$ cat config.mk
export PLATFORM = sky130hd
export DESIGN_NAME = sirq_event_latch
export DESIGN_NICKNAME = d
export VERILOG_FILES = /design/src/sirq_pkg.sv /design/src/sirq_event_latch.sv
export SDC_FILE = /design/constraint.sdc
export NUM_CORES = 1
export LEC_CHECK = 0
export BUFFER_PORTS_ARGS = -buffer_cell sky130_fd_sc_hd__clkbuf_2
export CORE_ASPECT_RATIO = 1.25
export CORE_MARGIN = 2
export CORE_UTILIZATION = 23
export DETAILED_ROUTE_END_ITERATION = 7
export GPL_TIMING_DRIVEN = 0
export PLACE_DENSITY = 0.49
export SYNTH_ARGS = -nofsm -noshare
export SYNTH_HDL_FRONTEND = slang
export SYNTH_SLANG_ARGS = --single-unit
$ cat constraint.sdc
create_clock -name clk -period 7.5 [get_ports clk]
set_input_delay 0.75 -clock clk [delete_from_list [all_inputs] [get_ports clk]]
set_output_delay 0.75 -clock clk [all_outputs]
set_load 0.05 [all_outputs]
$ cat src/sirq_pkg.sv
package sirq_pkg;

    // Register indices; byte address is four times the index
    localparam logic [11:0] IDX_STATUS_FOUR = 12'hD13;
    localparam logic [11:0] IDX_STATUS_FIVE = 12'hD14;
    localparam logic [11:0] IDX_STATUS_SIX = 12'hD15;
    localparam logic [11:0] IDX_MASK_ONE = 12'hD18;
    localparam logic [11:0] IDX_MASK_TWO = 12'hD19;
    localparam logic [11:0] IDX_MASK_THREE = 12'hD1A;
    localparam logic [11:0] IDX_MASK_FOUR = 12'hD1B;
    localparam logic [11:0] IDX_MASK_FIVE = 12'hD1C;
    localparam logic [11:0] IDX_MASK_SIX = 12'hD1D;
    localparam logic [11:0] IDX_OUT_CTRL = 12'hD1F;
    localparam logic [11:0] IDX_AOD_STATUS = 12'hD52;
    localparam logic [11:0] IDX_AOD_MASK = 12'hD54;

    localparam int REG_W = 16;
    localparam int IDX_W = 12;
    localparam int BYTE_SHIFT = 2;

    // Status word four layout
    localparam int S4_HP_DONE_LSB = 0;
    localparam int S4_ISRC_C_ERR = 6;
    localparam int S4_ISRC_B_ERR = 7;
    // Status word five layout
    localparam int S5_LOOP_A_OK = 0;
    localparam int S5_LOOP_B_OK = 1;
    localparam int S5_ASRC_ERR = 3;
    localparam int S5_ADC_FIFO = 4;
    localparam int S5_ADC_OVF = 5;
    localparam int S5_BOOT_DONE = 8;
    // Status word six layout
    localparam int S6_HP_SHORT_LSB = 0;
    localparam int S6_SPK_SHORT_L = 12;
    localparam int S6_SPK_SHORT_R = 13;
    localparam int S6_SPK_SHUTDOWN = 14;
    localparam int S6_SHARED_COLL = 15;
    // Always-on word layout
    localparam int AOD_CLAMP_RISE = 6;
    localparam int AOD_CLAMP_FALL = 7;
    // Output control layout
    localparam int CTRL_GLOBAL_MASK = 0;

    localparam int HP_CHANNELS = 6;
    localparam int HP_SHORT_FLAGS = 12;

    // Implemented flag bits per status word
    localparam logic [15:0] S4_VALID = 16'h00FF;
    localparam logic [15:0] S5_VALID = 16'h013B;
    localparam logic [15:0] S6_VALID = 16'hFFFF;
    localparam logic [15:0] AOD_VALID = 16'h00C0;

    localparam logic [15:0] MASK_RST = 16'hFFFF;
    localparam logic [15:0] MASK_FIVE_RST = 16'hFEFF;
    localparam logic [15:0] STATUS_RST = 16'h0000;
    localparam logic CTRL_RST = 1'b0;

    // Source condition levels from the surrounding functions
    typedef struct packed {
        logic [5:0] hpEnableDone;
        logic inputRateConvBCfgError;
        logic inputRateConvCCfgError;
        logic bootComplete;
        logic converterOverflow;
        logic converterFifo;
        logic asyncRateConvCfgError;
        logic loopAClockOk;
        logic loopBClockOk;
        logic sharedMemCollision;
        logic speakerShutdown;
        logic rightSpeakerShort;
        logic leftSpeakerShort;
        logic [11:0] hpShort;
        logic micClamp;
    } sirq_src_t;

    typedef struct packed {
        logic [15:0] four;
        logic [15:0] five;
        logic [15:0] six;
        logic [15:0] always_on_domain;
    } sirq_words_t;

endpackage : sirq_pkg

$ cat src/sirq_event_latch.sv
`timescale 1ns/1ps
// Overview of operation
// - Each event flag stays set until the host writes a one to its bit.
// - Six headphone enable-done flags in bits 5..0 of word four set on rising edges.
// - Rate converter B and C config-error flags in bits 7 and 6 of word four set on rising edges.
// - Word five latches boot done (8), overflow (5), FIFO (4) and async config error (3) on rises.
// - Loop A and B clock-OK flags in bits 0 and 1 of word five set on either edge.
// - Bit 15 of word six sets on a rising edge of a shared memory write collision.
// - Speaker shutdown (14) and right/left short (13, 12) set on either edge.
// - Twelve headphone short flags in bits 11..0 of word six set on rising edges.
// - Six mask words; words four to six mirror the three status words bit for bit, words one to three guard no flags.
// - A mask bit of 0 lets its flag reach the output, 1 blocks it.
// - After reset only the boot done mask bit is clear; all other mask bits are set.
// - Bit 0 of the output control word, reset 0, suppresses the output when 1.
// - The always-on word holds a mic clamp falling-edge flag (7) and rising-edge flag (6).
// - The always-on flags have their own mask word, reset to all ones.
module sirq_event_latch #(
    parameter int ADDR_W = 16
) (
    input wire logic clk,
    input wire logic sys_rst,
    input wire logic psel,
    input wire logic penable,
    input wire logic pwrite,
    input wire logic [ADDR_W-1:0] paddr,
    input wire logic [31:0] pwdata,
    input wire logic [3:0] pstrb,
    output logic [31:0] prdata,
    output logic pready,
    output logic pslverr,
    input wire sirq_pkg::sirq_src_t src,
    output logic secondInterruptOutput
);

    // Loop-placed fields must stay clear of their neighbours
    localparam int HP_DONE_END = sirq_pkg::S4_HP_DONE_LSB + sirq_pkg::HP_CHANNELS;
    localparam int HP_SHORT_END = sirq_pkg::S6_HP_SHORT_LSB + sirq_pkg::HP_SHORT_FLAGS;

    // Settings the decode cannot serve are refused at elaboration
    if (ADDR_W < sirq_pkg::IDX_W + sirq_pkg::BYTE_SHIFT) begin : g_addr_low_chk
        $error("ADDR_W too narrow for the register map");
    end
    if (ADDR_W > 32) begin : g_addr_high_chk
        $error("ADDR_W wider than an APB address");
    end
    if (sirq_pkg::REG_W != $bits(sirq_pkg::MASK_RST)) begin : g_width_chk
        $error("Register words are sixteen bits wide");
    end
    if (HP_DONE_END > sirq_pkg::S4_ISRC_C_ERR) begin : g_done_chk
        $error("Enable-done flags run into the converter flags");
    end
    if (HP_SHORT_END > sirq_pkg::S6_SPK_SHORT_L) begin : g_short_chk
        $error("Short flags run into the speaker flags");
    end
    if (sirq_pkg::MASK_FIVE_RST[sirq_pkg::S5_BOOT_DONE] != 1'b0) begin : g_boot_chk
        $error("Boot complete must leave reset unmasked");
    end

    // Edge helpers shared by all words
    function automatic logic riseOf(input logic now, input logic was);
        riseOf = now & ~was;
    endfunction : riseOf

    function automatic logic fallOf(input logic now, input logic was);
        fallOf = ~now & was;
    endfunction : fallOf

    function automatic logic hitIndex(
        input logic [ADDR_W-1:0] addr,
        input logic [sirq_pkg::IDX_W-1:0] idx
    );
        logic [ADDR_W-1:0] want;
        want = ADDR_W'(idx) << sirq_pkg::BYTE_SHIFT;
        hitIndex = (addr == want);
    endfunction : hitIndex

    // Clears a flag where a one is written, unless a new event lands now
    function automatic logic [15:0] w1cUpdate(
        input logic [15:0] cur,
        input logic [15:0] clr,
        input logic [15:0] ev,
        input logic [15:0] valid
    );
        w1cUpdate = ((cur & ~clr) | ev) & valid;
    endfunction : w1cUpdate

    sirq_pkg::sirq_src_t srcPrev_r;
    sirq_pkg::sirq_words_t event_nxt;
    sirq_pkg::sirq_words_t status_r;
    logic [15:0] maskOne_r;
    logic [15:0] maskTwo_r;
    logic [15:0] maskThree_r;
    logic [15:0] maskFour_r;
    logic [15:0] maskFive_r;
    logic [15:0] maskSix_r;
    logic [15:0] maskAod_r;
    logic globalMask_r;
    logic [15:0] wrData;
    logic accessDone;
    logic wrDone;
    logic rdAccept;
    logic [15:0] clrFour;
    logic [15:0] clrFive;
    logic [15:0] clrSix;
    logic [15:0] clrAod;
    logic mapped;
    logic [15:0] rdWord;
    logic pending_nxt;
    logic pendFour;
    logic pendFive;
    logic pendSix;
    logic pendAod;
    logic outLevel_nxt;

    // Previous source levels for edge detection
    always_ff @(posedge clk or posedge sys_rst) begin
        if (sys_rst) begin
            srcPrev_r <= '0;
        end else begin
            srcPrev_r <= src;
        end
    end

    // Edge events in status word layout
    always_comb begin
        event_nxt = '0;
        for (int i = 0; i < sirq_pkg::HP_CHANNELS; i++) begin
            event_nxt.four[sirq_pkg::S4_HP_DONE_LSB + i] =
                riseOf(src.hpEnableDone[i], srcPrev_r.hpEnableDone[i]);
        end
        event_nxt.four[sirq_pkg::S4_ISRC_B_ERR] =
            riseOf(src.inputRateConvBCfgError, srcPrev_r.inputRateConvBCfgError);
        event_nxt.four[sirq_pkg::S4_ISRC_C_ERR] =
            riseOf(src.inputRateConvCCfgError, srcPrev_r.inputRateConvCCfgError);
        event_nxt.five[sirq_pkg::S5_BOOT_DONE] =
            riseOf(src.bootComplete, srcPrev_r.bootComplete);
        event_nxt.five[sirq_pkg::S5_ADC_OVF] =
            riseOf(src.converterOverflow, srcPrev_r.converterOverflow);
        event_nxt.five[sirq_pkg::S5_ADC_FIFO] =
            riseOf(src.converterFifo, srcPrev_r.converterFifo);
        event_nxt.five[sirq_pkg::S5_ASRC_ERR] =
            riseOf(src.asyncRateConvCfgError, srcPrev_r.asyncRateConvCfgError);
        event_nxt.five[sirq_pkg::S5_LOOP_A_OK] =
            src.loopAClockOk ^ srcPrev_r.loopAClockOk;
        event_nxt.five[sirq_pkg::S5_LOOP_B_OK] =
            src.loopBClockOk ^ srcPrev_r.loopBClockOk;
        event_nxt.six[sirq_pkg::S6_SHARED_COLL] =
            riseOf(src.sharedMemCollision, srcPrev_r.sharedMemCollision);
        event_nxt.six[sirq_pkg::S6_SPK_SHUTDOWN] =
            src.speakerShutdown ^ srcPrev_r.speakerShutdown;
        event_nxt.six[sirq_pkg::S6_SPK_SHORT_R] =
            src.rightSpeakerShort ^ srcPrev_r.rightSpeakerShort;
        event_nxt.six[sirq_pkg::S6_SPK_SHORT_L] =
            src.leftSpeakerShort ^ srcPrev_r.leftSpeakerShort;
        for (int i = 0; i < sirq_pkg::HP_SHORT_FLAGS; i++) begin
            event_nxt.six[sirq_pkg::S6_HP_SHORT_LSB + i] =
                riseOf(src.hpShort[i], srcPrev_r.hpShort[i]);
        end
        event_nxt.always_on_domain[sirq_pkg::AOD_CLAMP_FALL] =
            fallOf(src.micClamp, srcPrev_r.micClamp);
        event_nxt.always_on_domain[sirq_pkg::AOD_CLAMP_RISE] =
            riseOf(src.micClamp, srcPrev_r.micClamp);
    end

    // Bus decode; a write lands only at the completing edge
    assign accessDone = psel & penable & pready;
    assign wrDone = accessDone & pwrite;
    assign rdAccept = psel & penable & ~pready;
    assign wrData = {pstrb[1] ? pwdata[15:8] : 8'h00, pstrb[0] ? pwdata[7:0] : 8'h00};

    assign clrFour = (wrDone && hitIndex(paddr, sirq_pkg::IDX_STATUS_FOUR)) ? wrData : '0;
    assign clrFive = (wrDone && hitIndex(paddr, sirq_pkg::IDX_STATUS_FIVE)) ? wrData : '0;
    assign clrSix = (wrDone && hitIndex(paddr, sirq_pkg::IDX_STATUS_SIX)) ? wrData : '0;
    assign clrAod = (wrDone && hitIndex(paddr, sirq_pkg::IDX_AOD_STATUS)) ? wrData : '0;

    // Sticky flags latch regardless of any mask
    always_ff @(posedge clk or posedge sys_rst) begin
        if (sys_rst) begin
            status_r <= {4{sirq_pkg::STATUS_RST}};
        end else begin
            status_r.four <= w1cUpdate(status_r.four, clrFour, event_nxt.four,
                sirq_pkg::S4_VALID);
            status_r.five <= w1cUpdate(status_r.five, clrFive, event_nxt.five,
                sirq_pkg::S5_VALID);
            status_r.six <= w1cUpdate(status_r.six, clrSix, event_nxt.six,
                sirq_pkg::S6_VALID);
            status_r.always_on_domain <= w1cUpdate(status_r.always_on_domain, clrAod, event_nxt.always_on_domain,
                sirq_pkg::AOD_VALID);
        end
    end

    // Mask words; words one to three keep no flags here but stay writable
    always_ff @(posedge clk or posedge sys_rst) begin
        if (sys_rst) begin
            maskOne_r <= sirq_pkg::MASK_RST;
            maskTwo_r <= sirq_pkg::MASK_RST;
            maskThree_r <= sirq_pkg::MASK_RST;
            maskFour_r <= sirq_pkg::MASK_RST;
            maskFive_r <= sirq_pkg::MASK_FIVE_RST;
            maskSix_r <= sirq_pkg::MASK_RST;
        end else if (wrDone) begin
            if (hitIndex(paddr, sirq_pkg::IDX_MASK_ONE)) begin
                maskOne_r <= pwdata[15:0];
            end
            if (hitIndex(paddr, sirq_pkg::IDX_MASK_TWO)) begin
                maskTwo_r <= pwdata[15:0];
            end
            if (hitIndex(paddr, sirq_pkg::IDX_MASK_THREE)) begin
                maskThree_r <= pwdata[15:0];
            end
            if (hitIndex(paddr, sirq_pkg::IDX_MASK_FOUR)) begin
                maskFour_r <= pwdata[15:0];
            end
            if (hitIndex(paddr, sirq_pkg::IDX_MASK_FIVE)) begin
                maskFive_r <= pwdata[15:0];
            end
            if (hitIndex(paddr, sirq_pkg::IDX_MASK_SIX)) begin
                maskSix_r <= pwdata[15:0];
            end
        end
    end

    // Always-on mask word; kept apart from the main words, reset by the same sys_rst
    always_ff @(posedge clk or posedge sys_rst) begin
        if (sys_rst) begin
            maskAod_r <= sirq_pkg::MASK_RST;
        end else if (wrDone && hitIndex(paddr, sirq_pkg::IDX_AOD_MASK)) begin
            maskAod_r <= pwdata[15:0];
        end
    end

    // Global output mask
    always_ff @(posedge clk or posedge sys_rst) begin
        if (sys_rst) begin
            globalMask_r <= sirq_pkg::CTRL_RST;
        end else if (wrDone && hitIndex(paddr, sirq_pkg::IDX_OUT_CTRL)) begin
            globalMask_r <= pwdata[sirq_pkg::CTRL_GLOBAL_MASK];
        end
    end

    // Pending term per status word
    always_comb begin
        pendFour = |(status_r.four & ~maskFour_r);
        pendFive = |(status_r.five & ~maskFive_r);
        pendSix = |(status_r.six & ~maskSix_r);
        pendAod = |(status_r.always_on_domain & ~maskAod_r);
        outLevel_nxt = ~globalMask_r & (pendFour | pendFive | pendSix | pendAod);
    end

    // Registered so the pin never glitches on mask writes
    always_ff @(posedge clk or posedge sys_rst) begin
        if (sys_rst) begin
            secondInterruptOutput <= 1'b0;
        end else begin
            secondInterruptOutput <= outLevel_nxt;
        end
    end

    // Read data and map check
    always_comb begin
        mapped = 1'b1;
        rdWord = '0;
        case (paddr[ADDR_W-1:sirq_pkg::BYTE_SHIFT])
            (ADDR_W-sirq_pkg::BYTE_SHIFT)'(sirq_pkg::IDX_STATUS_FOUR): begin
                rdWord = status_r.four;
            end
            (ADDR_W-sirq_pkg::BYTE_SHIFT)'(sirq_pkg::IDX_STATUS_FIVE): begin
                rdWord = status_r.five;
            end
            (ADDR_W-sirq_pkg::BYTE_SHIFT)'(sirq_pkg::IDX_STATUS_SIX): begin
                rdWord = status_r.six;
            end
            (ADDR_W-sirq_pkg::BYTE_SHIFT)'(sirq_pkg::IDX_MASK_ONE): begin
                rdWord = maskOne_r;
            end
            (ADDR_W-sirq_pkg::BYTE_SHIFT)'(sirq_pkg::IDX_MASK_TWO): begin
                rdWord = maskTwo_r;
            end
            (ADDR_W-sirq_pkg::BYTE_SHIFT)'(sirq_pkg::IDX_MASK_THREE): begin
                rdWord = maskThree_r;
            end
            (ADDR_W-sirq_pkg::BYTE_SHIFT)'(sirq_pkg::IDX_MASK_FOUR): begin
                rdWord = maskFour_r;
            end
            (ADDR_W-sirq_pkg::BYTE_SHIFT)'(sirq_pkg::IDX_MASK_FIVE): begin
                rdWord = maskFive_r;
            end
            (ADDR_W-sirq_pkg::BYTE_SHIFT)'(sirq_pkg::IDX_MASK_SIX): begin
                rdWord = maskSix_r;
            end
            (ADDR_W-sirq_pkg::BYTE_SHIFT)'(sirq_pkg::IDX_OUT_CTRL): begin
                rdWord = {15'h0000, globalMask_r};
            end
            (ADDR_W-sirq_pkg::BYTE_SHIFT)'(sirq_pkg::IDX_AOD_STATUS): begin
                rdWord = status_r.always_on_domain;
            end
            (ADDR_W-sirq_pkg::BYTE_SHIFT)'(sirq_pkg::IDX_AOD_MASK): begin
                rdWord = maskAod_r;
            end
            default: begin
                mapped = 1'b0;
            end
        endcase
        if (paddr[sirq_pkg::BYTE_SHIFT-1:0] != '0) begin
            mapped = 1'b0;
            rdWord = '0;
        end
    end

    // One wait state: ready rises on the second access cycle
    assign pending_nxt = rdAccept;

    always_ff @(posedge clk or posedge sys_rst) begin
        if (sys_rst) begin
            pready <= 1'b0;
        end else begin
            pready <= pending_nxt;
        end
    end

    // Read data sampled with status as of the ready edge
    always_ff @(posedge clk or posedge sys_rst) begin
        if (sys_rst) begin
            prdata <= '0;
        end else if (rdAccept) begin
            prdata <= pwrite ? 32'h0000_0000 : {16'h0000, rdWord};
        end else begin
            prdata <= '0;
        end
    end

    // Unmapped or unaligned answers with an error, write or read alike
    always_ff @(posedge clk or posedge sys_rst) begin
        if (sys_rst) begin
            pslverr <= 1'b0;
        end else begin
            pslverr <= rdAccept & ~mapped;
        end
    end

endmodule : sirq_event_latch

==> results.yml <==
die:
  core_region_area_sq_um: 38100
  start_util_pct: 23.3
  die_h_microns: 224
  die_w_microns: 180
  ios: 123
  num_rows: 80
  dieArea_sq_um: 40200
cts:
  clockRootBuffer: "clkbuf_16"
  cts_made_buffers: 17
  htree_levels: 4
  cts_resized: 0
  path_clk_slew_ps: 70
  ctsHoldBuffers: 0
  cts.sinks: 195
  postCtsSetupBuffers: 0
  cts_tree: "yes"
  clk_latency_ps: 450
  clockBufferDepth: 2
synth:
  ys_types: 62
  synth_top_cell_area_share_pct: 32.9
  synth_ff_type: "dfstp_2"
  synthArstFlopShare_pct: 100
  synth_area_leader_cell: "dfstp_2"
  ys_ff_latch: 195
  syn_inst: 729
  netlist_area_sq_um: 8870
  yosysWarnings: 0
  yosys-mux-area-fraction_pct: 16.4
  avgSynthCellArea_sq_um: 12.2
  ys_seq_area_share_pct: 56.5
  synth_compound_area_share_pct: 12.8
  yosys.area_share.simple_pct: 8.30
  synth_area_leaders: "dfstp_2, dfrtp_1, mux2_2"
  synth_edf_count: 0
  synth-adder-area-share_pct: 0
  synth_top_family_by_area: "multiplexers"
  synth_xor_area_share_pct: 0.493
layout:
  nets: 939
  utilization_pct: 27.9
  diodes: 0
  multi_input_area_sq_um: 3450
  fin_area_sq_um: 10700
  area.sequential_sq_um: 5020
  drive_gt1_share_pct: 46.2
  area_growth_pct: 20.0
  layout.filler_cells: 3969
drt:
  finalWirelength_microns: 29100
  drtIter0Drc: 452
  antenna_left: 0
  vias: 6401
  wl_per_cell_microns: 21.4
  first_pass_iters: 5
  vias_per_cell: 4.72
  drc_errors: 0
global_route:
  grtUsageMet3_pct: 3.22
  grt_use_total_pct: 14.6
  antenna_found_initial: 0
  grt_pass1_vias: 6671
  busiest_layer: "met2"
  grt_max_degree: 130
  grt_pass1_wl_microns: 43200
  grt.met1_usage_pct: 18.4
  use_met2_pct: 23.9
  gr-total-overflow: 0
timing:
  setup-violations-final: 0
  period_needed_ps: 3590
  setup_ws_ps: 3910
  hold_ws_ps: 332
  fmax_mhz: 278
  post-route-period-util_pct: 47.9
  relSlewSlack_pct: 10.6
  drv_slew: 0
  worst_pin_slew_ps: 1330
  rsz0062_at_grt: "false"
  hold_violations: 0
  fin_skew_ps: 11.3
critical_path:
  worstPathMaxFanout: 10
  critPathLaunchType: "primary input"
  required_ps: 7770
  critPathKind: "in2reg"
  critPathCaptureType: "register"
  arrival_ps: 3860
power_and_ir_drop:
  combinationalPowerShare_pct: 5.9
  vdd_ir_drop_max_uv: 170
  p_leak_nw: 4.57
  power_density_nw_per_um2: 202
  p_int_mw: 1.61
  power_mw: 2.16
  p_seq_share_pct: 49.4
  switching_share_pct: 25.5
  p_sw_mw: 0.550
  clkPwrFrac_pct: 44.6
placement:
  globalplace.congestion: 0.889
  dpl_cell_area_sq_um: 10000
  placement.io_buffers: 87
  dp_hpwl_microns: 20800
  pre_cts_ws_ps: 3420
job:
  drv_cap: 0
status:
  status: "finished clean"
hold_path:
  hold_path_class: "in2async"
## area by class of cell
type	instances	share of cell area (%)
clock buffers	17	3.99
well taps	492	5.78
multi-input cells	447	32.4
repair buffers	88	4.35
plain buffers	47	2.62
flip-flops and latches	195	47.1
clock inverters	15	1.74
inverters	55	2.01
## power groups by stage
stage	sequential [mW]	clock, mW	combinational [mW]
after floorplan	1.08	0	0.0688
after global placement	1.08	0	0.125
after detailed placement	1.08	0	0.129
after CTS	1.07	0.987	0.130
after global routing	1.07	1.02	0.141
final	1.07	0.963	0.128
## registers in the layout (all words and copies together) (netlist names), 16 cells and up
name and cells:
maskAod_r 16, maskFive_r 16, maskFour_r 16, maskOne_r 16
maskSix_r 16, maskThree_r 16, maskTwo_r 16, prdata 16
srcPrev_r 31, status_r 32
## cell usage after synthesis, types with 5 or more instances
| library cell | count |
|---|---|
| nand2_1 | 43 |
| nor3_1 | 6 |
| dfrtp_1 | 84 |
| a222oi_1 | 5 |
| a21oi_1 | 20 |
| o21ai_0 | 54 |
| inv_1 | 55 |
| a22o_1 | 10 |
| nor4_1 | 7 |
| mux2_4 | 10 |
| nor2b_1 | 11 |
| nor2_1 | 14 |
| clkbuf_1 | 15 |
| a31oi_1 | 6 |
| o22ai_1 | 15 |
| a22oi_1 | 31 |
| buf_2 | 9 |
| nand3_1 | 15 |
| mux2_2 | 112 |
| buf_4 | 18 |
| dfstp_2 | 111 |
## stage by stage
stage / TNS [ps] / instances
floorplan: 0 / 744
global placement: -71860 / 1323
detailed placement: 0 / 1324
CTS: 0 / 1356
global route: 0 / 1356
finish: 0 / 1356
## cells in the final DEF (no fill, tap or decap), drive strengths merged, types with 11 or more instances in the layout
cell type	synthesis	final
nor2b	11	11
dfstp	111	111
buf	32	33
nand2	43	43
dfrtp	84	84
o21ai	54	54
a22oi	31	31
nor2	15	15
nand3	16	16
inv	55	65
a21oi	20	20
mux2	122	122
o22ai	15	15
clkbuf	15	119
conb	1	16
## worst paths after layout
check / to / startpoint / cells past startpoint / slack [ps]
max in group asynchronous: prdata[2] / sys_rst / 3 / 6120
worst max-delay path: prdata[5] / paddr[4] / 8 / 3910
min in group clk: status_r[18] / srcPrev_r[3] / 1 / 410
worst min-delay path: prdata[6] / sys_rst / 2 / 330
worst min register to register: status_r[18] / srcPrev_r[3] / 1 / 410
worst max register to register: maskFive_r[3] / pready / 5 / 4680
## per-layer routing
layer | wire length (microns) | vias to the layer above | share of wire [%]
li1 | - | 2868 | -
met1 | 12500 | 3269 | 43
met2 | 13900 | 220 | 48
met3 | 1680 | 44 | 5.8
met4 | 936 | 0 | 3.2
met5 | 0 | - | 0
## critical path, stage by stage
cell and delay [ps]:
clkbuf_2 150, clkbuf_1 510, nor2b_1 650, o21bai_1 210, a21oi_1 150, nand4b_1 580
clkbuf_1 680, a21oi_1 180
## kinds of logic after synthesis
logic type | Yosys count
DFF | 195
and+or+nand+nor | 128
muxes | 126
buffers and inverters | 102
AOI/OAI and AO/OA | 172
other | 1
xor gates and xnor gates | 5
Power figures use the tool's default switching activity.
